`src/logic/eprom_host_pkg.sv`:
```
// Constants, timing counts and command codes for the word-wide EPROM host.
// Assumes a 40 MHz clock and a part that needs no clock of its own.
// ********************************************************************
// Behaviour
// - Program: high supply, select low, output drive high, strobe low, data.
// - Verify: high supply kept, select and output drive low, strobe high.
// - Verify is used only to check a word just programmed, never for reads.
// - Signature voltage on its line, code line low, reads the maker code.
// - Strobe pulses last 100 us (fast) or 1.0 ms (slow algorithm).
// ********************************************************************
package eprom_host_pkg;
	localparam int ADDR_W = 16;
	localparam int DATA_W = 16;
	localparam int TIMER_W = 16;
	localparam int TRIES_W = 8;
	localparam int CLK_PERIOD_NS = 25;
	// Least times, rounded up to whole cycles
	localparam int T_SETUP_NS = 2000;
	localparam int T_ACCESS_NS = 150;
	localparam int T_FLOAT_NS = 130;
	// Nominal pulse widths, rounded down
	localparam int T_FAST_PULSE_NS = 100000;
	localparam int T_SLOW_PULSE_NS = 1000000;
	localparam int SETUP_CYC = (T_SETUP_NS + CLK_PERIOD_NS - 1) / CLK_PERIOD_NS;
	localparam int ACCESS_CYC = (T_ACCESS_NS + CLK_PERIOD_NS - 1) / CLK_PERIOD_NS;
	localparam int FLOAT_CYC = (T_FLOAT_NS + CLK_PERIOD_NS - 1) / CLK_PERIOD_NS;
	localparam int FAST_PULSE_CYC = T_FAST_PULSE_NS / CLK_PERIOD_NS;
	localparam int SLOW_PULSE_CYC = T_SLOW_PULSE_NS / CLK_PERIOD_NS;
	localparam int SIG_LINE_BIT = 9;
	localparam int CODE_LINE_BIT = 0;
	localparam int MAX_TRIES_DEF = 25;
	localparam logic [1:0] OP_READ = 2'h0;
	localparam logic [1:0] OP_PROGRAM = 2'h1;
	localparam logic [1:0] OP_SIGNATURE = 2'h2;
endpackage
```
`src/logic/eprom_host.sv`:
```
// Host controller that reads, programs and identifies a 64K x 16 EPROM.
// Assumes the programmer supply switches follow vppOn and sigOn, and that
// the testbench resolves the shared data wire from dataOeN.
`timescale 1ns/100ps
module eprom_host
	import eprom_host_pkg::*;
#(
	parameter int PULSE_SLOW_CYC = SLOW_PULSE_CYC,
	parameter int MAX_TRIES = MAX_TRIES_DEF
) (
	// Clock and reset
	input wire logic clk,
	input wire logic rst,
	// Command side
	input wire logic cmdValid,
	input wire logic [1:0] cmdOp,
	input wire logic [ADDR_W-1:0] cmdAddr,
	input wire logic [DATA_W-1:0] cmdData,
	input wire logic cmdCodeSel,
	input wire logic cmdSlow,
	output logic cmdReady,
	// Answer side
	output logic rspValid,
	output logic rspOk,
	output logic [DATA_W-1:0] rspData,
	output logic [TRIES_W-1:0] rspTries,
	// Memory pins
	output logic [ADDR_W-1:0] addr,
	output logic ceN,
	output logic oeN,
	output logic pgmN,
	output logic vppOn,
	output logic sigOn,
	input wire logic [DATA_W-1:0] dataIn,
	output logic [DATA_W-1:0] dataOut,
	output logic dataOeN
);
	// ****************************************************************
	// State and timing
	// ****************************************************************
	typedef enum {ST_IDLE, ST_SETUP, ST_PULSE, ST_HOLD, ST_GAP, ST_VERIFY,
		ST_FLOAT, ST_READ, ST_DONE} state_e;

	state_e state;
	logic [TIMER_W-1:0] timer;
	logic [TRIES_W-1:0] tries;
	logic [DATA_W-1:0] wantData;
	logic isSlow;

	function automatic logic [TIMER_W-1:0] load(input int cyc);
		load = TIMER_W'(cyc - 1);
	endfunction

	// Decoding of the present step
	wire timerDone = (timer == '0);
	wire accepted = cmdValid && cmdReady;
	wire verifyMatch = (dataIn == wantData);
	wire triesLeft = (tries < TRIES_W'(MAX_TRIES));
	wire [TIMER_W-1:0] pulseLoad = isSlow ? load(PULSE_SLOW_CYC) :
		load(FAST_PULSE_CYC);
	wire [ADDR_W-1:0] sigAddr = (cmdAddr | (ADDR_W'(1) << SIG_LINE_BIT)) &
		~(ADDR_W'(1) << CODE_LINE_BIT) |
		(ADDR_W'(cmdCodeSel) << CODE_LINE_BIT);

	// ****************************************************************
	// Sequencer
	// ****************************************************************
	// One sequencer owns every pin so mode changes stay glitch-ordered
	always_ff @(posedge clk) begin
		if (rst) begin
			state <= ST_IDLE;
			timer <= '0;
			tries <= '0;
			wantData <= '0;
			isSlow <= 1'b0;
			cmdReady <= 1'b0;
			rspValid <= 1'b0;
			rspOk <= 1'b0;
			rspData <= '0;
			rspTries <= '0;
			addr <= '0;
			ceN <= 1'b1;
			oeN <= 1'b1;
			pgmN <= 1'b1;
			vppOn <= 1'b0;
			sigOn <= 1'b0;
			dataOut <= '0;
			dataOeN <= 1'b1;
		end else begin
			rspValid <= 1'b0;
			if (!timerDone) timer <= timer - 1'b1;
			unique case (state)
			ST_IDLE: begin
				cmdReady <= 1'b1;
				if (accepted) begin
					cmdReady <= 1'b0;
					ceN <= 1'b0;
					addr <= cmdAddr;
					tries <= '0;
					isSlow <= cmdSlow;
					if (cmdOp == OP_PROGRAM) begin
						vppOn <= 1'b1;
						dataOut <= cmdData;
						dataOeN <= 1'b0;
						wantData <= cmdData;
						timer <= load(SETUP_CYC);
						state <= ST_SETUP;
					end else if (cmdOp == OP_SIGNATURE) begin
						sigOn <= 1'b1;
						addr <= sigAddr;
						timer <= load(SETUP_CYC);
						state <= ST_SETUP;
					end else begin
						oeN <= 1'b0;
						timer <= load(ACCESS_CYC);
						state <= ST_READ;
					end
				end
			end
			// Address, data and supplies settle before strobe or read
			ST_SETUP: if (timerDone) begin
				if (sigOn) begin
					oeN <= 1'b0;
					timer <= load(ACCESS_CYC);
					state <= ST_READ;
				end else begin
					pgmN <= 1'b0;
					timer <= pulseLoad;
					tries <= tries + 1'b1;
					state <= ST_PULSE;
				end
			end
			ST_PULSE: if (timerDone) begin
				pgmN <= 1'b1;
				timer <= load(SETUP_CYC);
				state <= ST_HOLD;
			end
			// Data hold, then release the bus before output drive falls
			ST_HOLD: if (timerDone) begin
				dataOeN <= 1'b1;
				state <= ST_GAP;
			end
			ST_GAP: begin
				oeN <= 1'b0;
				timer <= load(ACCESS_CYC);
				state <= ST_VERIFY;
			end
			// Only reached from a pulse, so verify never doubles as a read
			ST_VERIFY: if (timerDone) begin
				oeN <= 1'b1;
				rspData <= dataIn;
				// Every bit must read back as in the wanted word
				if (verifyMatch || !triesLeft) begin
					rspOk <= verifyMatch;
					state <= ST_DONE;
				end else begin
					timer <= load(FLOAT_CYC);
					state <= ST_FLOAT;
				end
			end
			// Wait for the part to float before driving data again
			ST_FLOAT: if (timerDone) begin
				dataOeN <= 1'b0;
				timer <= load(SETUP_CYC);
				state <= ST_SETUP;
			end
			ST_READ: if (timerDone) begin
				rspData <= dataIn;
				rspOk <= 1'b1;
				oeN <= 1'b1;
				state <= ST_DONE;
			end
			// Deselect first; supplies drop with it into standby
			ST_DONE: begin
				ceN <= 1'b1;
				vppOn <= 1'b0;
				sigOn <= 1'b0;
				rspValid <= 1'b1;
				rspTries <= tries;
				state <= ST_IDLE;
			end
			endcase
		end
	end

	// Helper: length of the present or last strobe pulse
	logic [TIMER_W:0] pulseLen;
	always_ff @(posedge clk) begin
		if (rst) pulseLen <= '0;
		else if (!pgmN) pulseLen <= pulseLen + 1'b1;
		// Cleared once high; the rising check still sees the old count
		else pulseLen <= '0;
	end
endmodule

```
`config.mk`:
```
export PLATFORM = sky130hd
export DESIGN_NAME = eprom_host
export DESIGN_NICKNAME = d
export VERILOG_FILES = /design/src/logic/eprom_host_pkg.sv /design/src/logic/eprom_host.sv
export SDC_FILE = /design/constraint.sdc
export NUM_CORES = 1
export LEC_CHECK = 0
export ABC_AREA = 0
export BUFFER_PORTS_ARGS = -buffer_cell sky130_fd_sc_hd__buf_2
export CORE_AREA = 2 2 127 129
export CTS_CLUSTER_SIZE = 12
export DETAILED_ROUTE_END_ITERATION = 16
export DIE_AREA = 0 0 129 131
export SYNTH_ARGS = -nofsm -noshare
export SYNTH_HDL_FRONTEND = slang
export SYNTH_SLANG_ARGS = --single-unit
```
`constraint.sdc`:
```
create_clock -name clk -period 3.5 [get_ports clk]
set_input_delay 0.35 -clock clk [delete_from_list [all_inputs] [get_ports clk]]
set_output_delay 0.35 -clock clk [all_outputs]
set_load 0.01 [all_outputs]
```
==> flow_summary.toml, run 1 <==
[critical_path]
slowest_delay_ns = 0.60
r2r_start = "timer[0]"
cp_top_family = "simple AND/OR/NAND/NOR gates"
crit_path_start_kind = "register"
ff2ff_path_depth = 8
crit_buf_inv = 1
critPathKind = "reg -> reg"
required_ns = 3.72
worst-path-stages = 8
r2r_slack_ns = 0.95
reg2reg_to = "timer[10]"
cpMaxStageDelayCell = "nand4_1"
crit_path_end_kind = "register"
crit_arrival_ns = 2.77
crit_chain = "inv_1 -> ha_1 -> nor4b_4 -> nand4_1 -> a21boi_1 -> a31oi_2 -> nor3b_2 -> a211oi_1"
critPathMaxFanout = 13

[floorplan]
initial_core_util_pct = 29.1
pin_count = 120
die_area_um2 = 16900
core_um2 = 15600
die_y_um = 131
die_x_um = 129
rows = 46

[logic_synthesis]
synth_cells = 560
synth_top_cell_by_area = "dfxtp_1"
ys_types = 66
synth-main-ff-cell = "dfxtp_1"
synth_top_area_share_pct = 41.4
netlist_area_um2 = 4550
seq_area_frac_synth_pct = 41.4
synth_area_per_cell_um2 = 8.12
synth_area_leaders = "dfxtp_1 (41%), nand2_1 (9.6%), a21oi_1 (7.9%)"
syn_nets = 622
ys_ff_latch = 94
ys_async_sr_fraction_pct = 0
synth_edf_count = 0
yosysWarnings = 0

[timing]
max_freq_ghz = 0.392
maxSlewViolCount = 0
finalSetupViolCount = 0
skew_ns = 0.00733
fin_ws_ns = 0.946
tightest_slew_ns = 0.736
rsz0062_at_grt = "no"
period_share_pct = 73.0
timing.slew.headroom_pct = 50.8
finalHoldViolCount = 0
fin_crit_ns = 2.55
setup_tns_ns = 0

[finish]
multi_input_area_um2 = 2470
final_common_cell = "buf_2"
fillers = 1670
drive_gt1_share_pct = 26.0
regArea_um2 = 1880
mostFrequentLayoutCells = "buf_2 (119), nand2_1 (116), dfxtp_1 (94)"
final_nets = 726
post-route-util_pct = 36.0
n_antenna_cell = 0
synthToLayoutAreaGrowth_pct = 23.5

[clock_network]
htreeDepth = 3
ctsResizeCount = 0
clk_latency_ns = 0.34
cts_sinks = 94
cts-root-buf = "clkbuf_16"
cts_buffers = 9
cts_tree = "done"
hold_buffers = 0
post_cts_buffers = 0
cts.clk_slew.worst_paths_ns = 0.07
clockBufferDepth = 2

[drt]
wirelength_mm = 13.3
postRouteAntennaNets = 0
vias = 4344
initialDrtViolationCount = 269
dr.pass1.iters = 4
vias_per_cell = 4.91
drc = 0
post_drt_wl_per_cell_um = 15.0

[worst_hold_path]
hold_path.class = "in -> reg"
hp-start = "cmdAddr[12]"
hold_path_depth = 3
whs_endpoint = "addr[12]"

[pwr]
ir_worst_vdd_v = 0.000307
p_per_area_nw_per_um2 = 754
leakagePower_nw = 2.26

[status]
status = "complete, no violations"

[flow_run]
cap_violations = 0

[global_route]
grt_pass1_wl_mm = 20.7
overflow = 0
grt_use_total_pct = 15.5
grt_antenna_before_repair = 0
grt_max_degree = 69
grt_pass1_vias = 3977

[placement]
gp_congestion = 0.874
place_hpwl_mm = 9.58
post-place-ws_ns = 0.999
numPortBuffers = 119
state kept, by name, indices dropped and copies added, names as in the netlist, 4 cells and up:
signal / cells
addr: 16
wantData: 16
tries: 8
timer: 16
rspData: 16
rspTries: 8
state: 4
synthesized netlist by cell type (2+ instances only):
| library cell | n |
|---|---|
| nand2_1 | 116 |
| dfxtp_1 | 94 |
| a21oi_1 | 72 |
| nor2_1 | 36 |
| nand3_1 | 25 |
| clkbuf_1 | 20 |
| xor2_1 | 20 |
| nor3_1 | 18 |
| a211oi_1 | 12 |
| inv_1 | 11 |
| o21ai_0 | 11 |
| nor4_1 | 10 |
| xnor2_1 | 10 |
| buf_2 | 8 |
| ha_1 | 7 |
| nand2b_1 | 5 |
| nand4_1 | 5 |
| or3_1 | 5 |
| a21o_1 | 4 |
| a31oi_1 | 4 |
| nor3_2 | 4 |
| nor4_2 | 4 |
| a211o_1 | 3 |
| a211oi_2 | 2 |
| a221oi_2 | 2 |
| a22oi_1 | 2 |
| a2bb2oi_1 | 2 |
| buf_1 | 2 |
| buf_6 | 2 |
| nor2_2 | 2 |
| nor2b_1 | 2 |
| nor3b_2 | 2 |
| o21a_1 | 2 |
| o21bai_1 | 2 |
| or3_4 | 2 |
| or4_1 | 2 |
stage by stage:
stage / total power, mW / std cells / area (µm²) / hold slack, ns
final: 4.24 / 885 / 5610 / 0.236
after detailed placement: 3.28 / 869 / 5330 / 0.441
after global placement: 3.28 / 869 / 5330 / 0.436
after global routing: 4.53 / 885 / 5610 / 0.236
after floorplan: 2.87 / 560 / 4550 / 0.457
after CTS: 4.25 / 885 / 5610 / 0.222
cell type report:
cell class / instances / share of cell area, %
multi-input cells: 421 / 44.0
well taps: 216 / 4.81
clock buffers: 9 / 4.01
clock inverters: 7 / 1.11
flip-flops and latches: 94 / 33.5
inverters: 12 / 0.802
repair buffers: 126 / 11.8
worst register-to-register path, stage by stage (launching register included):
cell      delay, ns
dfxtp_1        0.37
inv_1          0.10
ha_1           0.14
nor4b_4        0.31
nand4_1        0.60
a21boi_1       0.37
a31oi_2        0.13
nor3b_2        0.33
a211oi_1       0.09
metal layers:
layer / up-vias / track usage [%] / routed length [µm]
met1: 2060 / 21.5 / 6110
li1: 2153 / - / -
met2: 116 / 23.2 / 6260
met5: - / 0 / 0
met3: 15 / 3.66 / 697
met4: 0 / 6.14 / 212
worst max path at each step:
stage / start / end / slack [ns]
2_1_floorplan: timer[0] / timer[0] / 1.54
3_3_place_gp: timer[0] / timer[4] / 1.10
3_5_place_dp: timer[0] / timer[4] / 1.0
4_1_cts: timer[0] / timer[4] / 0.97
5_1_grt: timer[0] / timer[4] / 0.71
6_report: timer[0] / timer[10] / 0.95
where the power goes:
part	internal (mW)	switching, mW
Combinational	0.764	1.08
Clock	0.499	0.465
Sequential	1.21	0.209
logic make-up after synthesis:
family	share of synthesized area [%]
AO/OA/AOI/OAI	18.3
AND/OR/NAND/NOR	27.7
flip-flops	41.4
multiplexers	0.468
XOR/XNOR	5.78
adder cells (fa/ha/maj)	1.93
buffers and inverters	4.35
Note: power is estimated with default switching activity, not from simulation.
==> run 2, diff against run 1 <==
clock period = 2.15 ns   (was 3.5 ns; I/O delays follow)
==> flow_summary.toml, run 2 (same netlist as run 1, synthesis figures left out) <==
[status]
status = "complete, no violations"

[placement]
post-place-ws_ns = 0.0126
dpl_cell_area_um2 = 5600
numPortBuffers = 119
place_hpwl_mm = 10.1
gp_congestion = 0.904

[finish]
final_common_cell = "buf_2"
multi_input_area_um2 = 2540
final_nets = 760
synthToLayoutAreaGrowth_pct = 32.1
n_antenna_cell = 0
fin_area_um2 = 6010
drive_gt1_share_pct = 31.2
mostFrequentLayoutCells = "buf_2 (119), nand2_1 (115), dfxtp_1 (92)"
fillers = 1645
regArea_um2 = 1880

[drt]
vias_per_cell = 4.80
vias = 4405
wirelength_mm = 13.6
dr.pass1.iters = 5
drc = 0
postRouteAntennaNets = 0
initialDrtViolationCount = 248
post_drt_wl_per_cell_um = 14.8

[global_route]
grt_use_total_pct = 15.8
overflow = 0
grt_antenna_before_repair = 0
grt_max_degree = 68
grt_pass1_vias = 3965
grt_pass1_wl_mm = 21.0

[timing]
finalHoldViolCount = 0
finalSetupViolCount = 0
tightest_slew_ns = 0.742
fin_ws_ns = 0.0410
period_share_pct = 98.1
skew_ns = 0.00791
setup_tns_ns = 0
maxSlewViolCount = 0
fin_crit_ns = 2.11
hold-worst-slack_ns = 0.102
max_freq_ghz = 0.474
timing.slew.headroom_pct = 50.4

[pwr]
ir_worst_vdd_v = 0.000557
p_per_area_nw_per_um2 = 1290
leakagePower_nw = 2.46

[critical_path]
crit_path_end_kind = "register"
crit_chain = "inv_2 -> ha_1 -> nor4b_4 -> buf_4 -> nand4b_2 -> nor2_2 -> a31oi_2 -> buf_4 -> nor3_4 -> o21ba_1"
required_ns = 2.44
worst-path-stages = 10
ff2ff_path_depth = 10
crit_arrival_ns = 2.40
crit_path_start_kind = "register"
critPathMaxFanout = 5
crit_top_cell = "buf_4"
cp_top_family = "simple AND/OR/NAND/NOR gates"
cpMaxStageDelayCell = "dfxtp_2"
crit_buf_inv = 3
slowest_delay_ns = 0.32
r2r_start = "timer[0]"
critPathKind = "reg -> reg"
crit_start = "timer[0]"

[clock_network]
clk_latency_ns = 0.34
cts-root-buf = "clkbuf_16"
cts_buffers = 9
htreeDepth = 3
clockBufferDepth = 2
cts_tree = "done"
cts.clk_slew.worst_paths_ns = 0.07
cts_sinks = 94
hold_buffers = 0

[floorplan]
rows = 46
die_y_um = 131
die_x_um = 129
pin_count = 120
core_um2 = 15600
die_area_um2 = 16900
initial_core_util_pct = 29.1

[worst_hold_path]
hold_path.class = "in -> reg"
hold_path_depth = 3
hp-start = "cmdAddr[15]"

[flow_run]
cap_violations = 0
run 2: cell types whose count changed in the layout (fill, tap and decap cells not counted), sizes merged:
cell      previous run  this run
buf                126       160
inv                 16        12
bufinv               0         2
clkbuf               9        11
clkinv               3         1
clkinvlp             0         1
run 2: cell type report:
| class | count | share of cell area (%) |
|---|---|---|
| well taps | 216 | 4.50 |
| multi-input cells | 421 | 42.3 |
| clock buffers | 11 | 3.87 |
| inverters | 12 | 0.750 |
| repair buffers | 160 | 16.0 |
| flip-flops and latches | 94 | 31.4 |
| clock inverters | 4 | 1.21 |
run 2: power breakdown:
group	total (mW)	switching, mW	leakage [nW]	internal [mW]
Combinational	3.80	2.07	1.55	1.73
Clock	1.68	0.671	0.146	1.01
Sequential	2.25	0.267	0.762	1.98
Total	7.73	3.01	2.46	4.72
run 2: routing by layer:
layer / share of wire [%] / track usage (%) / routed length (µm)
met1: 48 / 22.0 / 6450
met2: 47 / 24.5 / 6420
met3: 3.6 / 3.46 / 492
met4: 1.4 / 5.12 / 191
met5: 0 / 0 / 0
run 2: worst paths after layout:
| kind | endpoint | slack, ns |
|---|---|---|
| setup / recovery | timer[2] | 0.04 |
| hold / removal | addr[15] | 0.10 |
| hold reg to reg | rspData[0] | 0.45 |
| setup reg to reg | timer[2] | 0.04 |
run 2: worst reg2reg max path, stage by stage (launching register included):
cell and delay (ns):
dfxtp_2 0.32, inv_2 0.05, ha_1 0.13, nor4b_4 0.28
buf_4 0.19, nand4b_2 0.18, nor2_2 0.17, a31oi_2 0.11
buf_4 0.19, nor3_4 0.27, o21ba_1 0.17
run 2: repair_timing:
action                     4_1_cts  5_1_grt
pin swaps                        1        3
setup buffers                    1        2
gates resized for setup          0       20
gates cloned                     0        0
setup endpoints to repair        1       16
run 2: per-stage QoR:
| step | power (mW) | instances | utilization [%] |
|---|---|---|---|
| CTS | 7.48 | 916 | 37.9 |
| detailed placement | 5.76 | 900 | 35.9 |
| floorplan | 4.67 | 560 | - |
| global route | 8.23 | 918 | 38.5 |
| global placement | 5.74 | 900 | 35.9 |
| finish | 7.73 | 918 | 38.5 |
==> run 3, diff against run 2 <==
PLACE_DENSITY = 0.57   (was not set)
==> flow_summary.toml, run 3 (same netlist as run 1, synthesis figures left out) <==
[timing]
timing.slew.headroom_pct = 63.5
setup_tns_ns = 0
rsz0062_at_grt = "yes"
finalSetupViolCount = 0
fin_crit_ns = 2.05
period_share_pct = 95.1
skew_ns = 0.00675
finalHoldViolCount = 0
tightest_slew_ns = 0.548
max_freq_ghz = 0.489
maxSlewViolCount = 0
hold-worst-slack_ns = 0.103

[finish]
regArea_um2 = 1880
post-route-util_pct = 38.6
mostFrequentLayoutCells = "buf_2 (119), nand2_1 (116), dfxtp_1 (93)"
fillers = 1652
fin_cells = 925
final_nets = 766
final_common_cell = "buf_2"
multi_input_area_um2 = 2500
synthToLayoutAreaGrowth_pct = 32.5
drive_gt1_share_pct = 30.9
n_antenna_cell = 0

[critical_path]
r2r_slack_ns = 0.10
crit_path_start_kind = "register"
slowest_delay_ns = 0.36
cp_top_family = "simple AND/OR/NAND/NOR gates"
cpMaxStageDelayCell = "ha_1"
crit_buf_inv = 1
crit_chain = "inv_2 -> ha_1 -> nor4b_4 -> nand4_1 -> ha_1 -> o31ai_1 -> a22oi_1 -> nor3_2 -> a211oi_2"
r2r_start = "timer[0]"
crit_arrival_ns = 2.26
critPathKind = "reg -> reg"
crit_start = "timer[0]"
critPathMaxFanout = 5
required_ns = 2.36
crit_top_cell = "ha_1"
crit_path_end_kind = "register"

[global_route]
grt_antenna_before_repair = 0
grt_pass1_vias = 4035
overflow = 0
grt_pass1_wl_mm = 20.8
grt_max_degree = 43
grt_use_total_pct = 15.6

[drt]
post_drt_wl_per_cell_um = 14.5
wirelength_mm = 13.4
postRouteAntennaNets = 0
drc = 0
dr.pass1.iters = 5
initialDrtViolationCount = 296
vias = 4442
vias_per_cell = 4.80

[pwr]
swShare_pct = 38.5
leakagePower_nw = 2.50
pwr-share-seq_pct = 28.7
comb_power_share_pct = 49.0
power.total_mw = 7.75
ir_worst_vdd_v = 0.000678
power_frac_clock_pct = 22.3
p_per_area_nw_per_um2 = 1290
p_int_mw = 4.77
power.switching_mw = 2.98

[clock_network]
cts_sinks = 94
cts.clk_slew.worst_paths_ns = 0.07
cts_buffers = 9
clk_latency_ns = 0.35
cts-root-buf = "clkbuf_16"
cts_tree = "done"
htreeDepth = 3
clockBufferDepth = 2

[floorplan]
core_um2 = 15600
die_area_um2 = 16900
rows = 46
pin_count = 120
initial_core_util_pct = 29.1
die_y_um = 131
die_x_um = 129

[status]
status = "complete, no violations"

[worst_hold_path]
hold_path.class = "in -> reg"
hp-start = "cmdAddr[15]"

[placement]
place_hpwl_mm = 10.1
dp.cells = 905
gp_congestion = 0.871
numPortBuffers = 119

[flow_run]
cap_violations = 0
## run 3: changes by cell type in the layout (fill, tap and decap cells not counted), sizes merged
cell,previous run,this run
buf,160,166
clkbuf,11,10
clkinv,1,3
clkinvlp,1,0
inv,12,13
## run 3: final timing paths
path,depth (start not counted),endpoint
hold reg to reg,2,rspData[2]
hold / removal,3,addr[15]
setup / recovery,9,timer[0]
setup reg to reg,9,timer[0]
## run 3: worst register-to-register path, cell delays in order, from the launching register on
cell and delay [ns]:
dfxtp_2 0.33, inv_2 0.05, ha_1 0.14, nor4b_4 0.29, nand4_1 0.20, ha_1 0.36
o31ai_1 0.20, a22oi_1 0.11, nor3_2 0.15, a211oi_2 0.08
## run 3: stage by stage
stage	setup WS [ns]	cell area, µm²
floorplan	0.190	4550
global placement	0.114	5630
detailed placement	0.0787	5630
CTS	0.0622	5960
global route	-0.0591	6020
finish	0.105	6020
## run 3: power by group through the flow
stage	logic (mW)	registers, mW	clock network, mW
2_1_floorplan	2.39	2.28	0
3_3_place_gp	3.54	2.26	0
3_5_place_dp	3.53	2.25	0
4_1_cts	3.55	2.22	1.77
5_1_grt	4.16	2.26	1.83
6_report	3.80	2.22	1.73
## run 3: area by class of cell
type                       instances  share of cell area, %
clock buffer                      10                   3.97
clock inverter                     6                   1.39
sequential                        94                   31.3
tap                              216                   4.49
inverter                          12                  0.748
multi-input combinational        421                   41.5
timing repair buffer             166                   16.6
## run 3: metal layers
layer	part of all wire, %	GRT usage (%)	vias up	routed length (µm)
met5	0	0	-	0
met4	1.7	5.37	0	232
met3	4.6	3.14	19	615
met2	47	24.4	128	6300
met1	47	21.6	2054	6300
li1	-	-	2241	-
## run 3: repair_timing
action / CTS / global route
buffers inserted: 0 / 4
resized for setup: 0 / 9
setup endpoints to repair: 0 / 18
hold buffers: 0 / 0
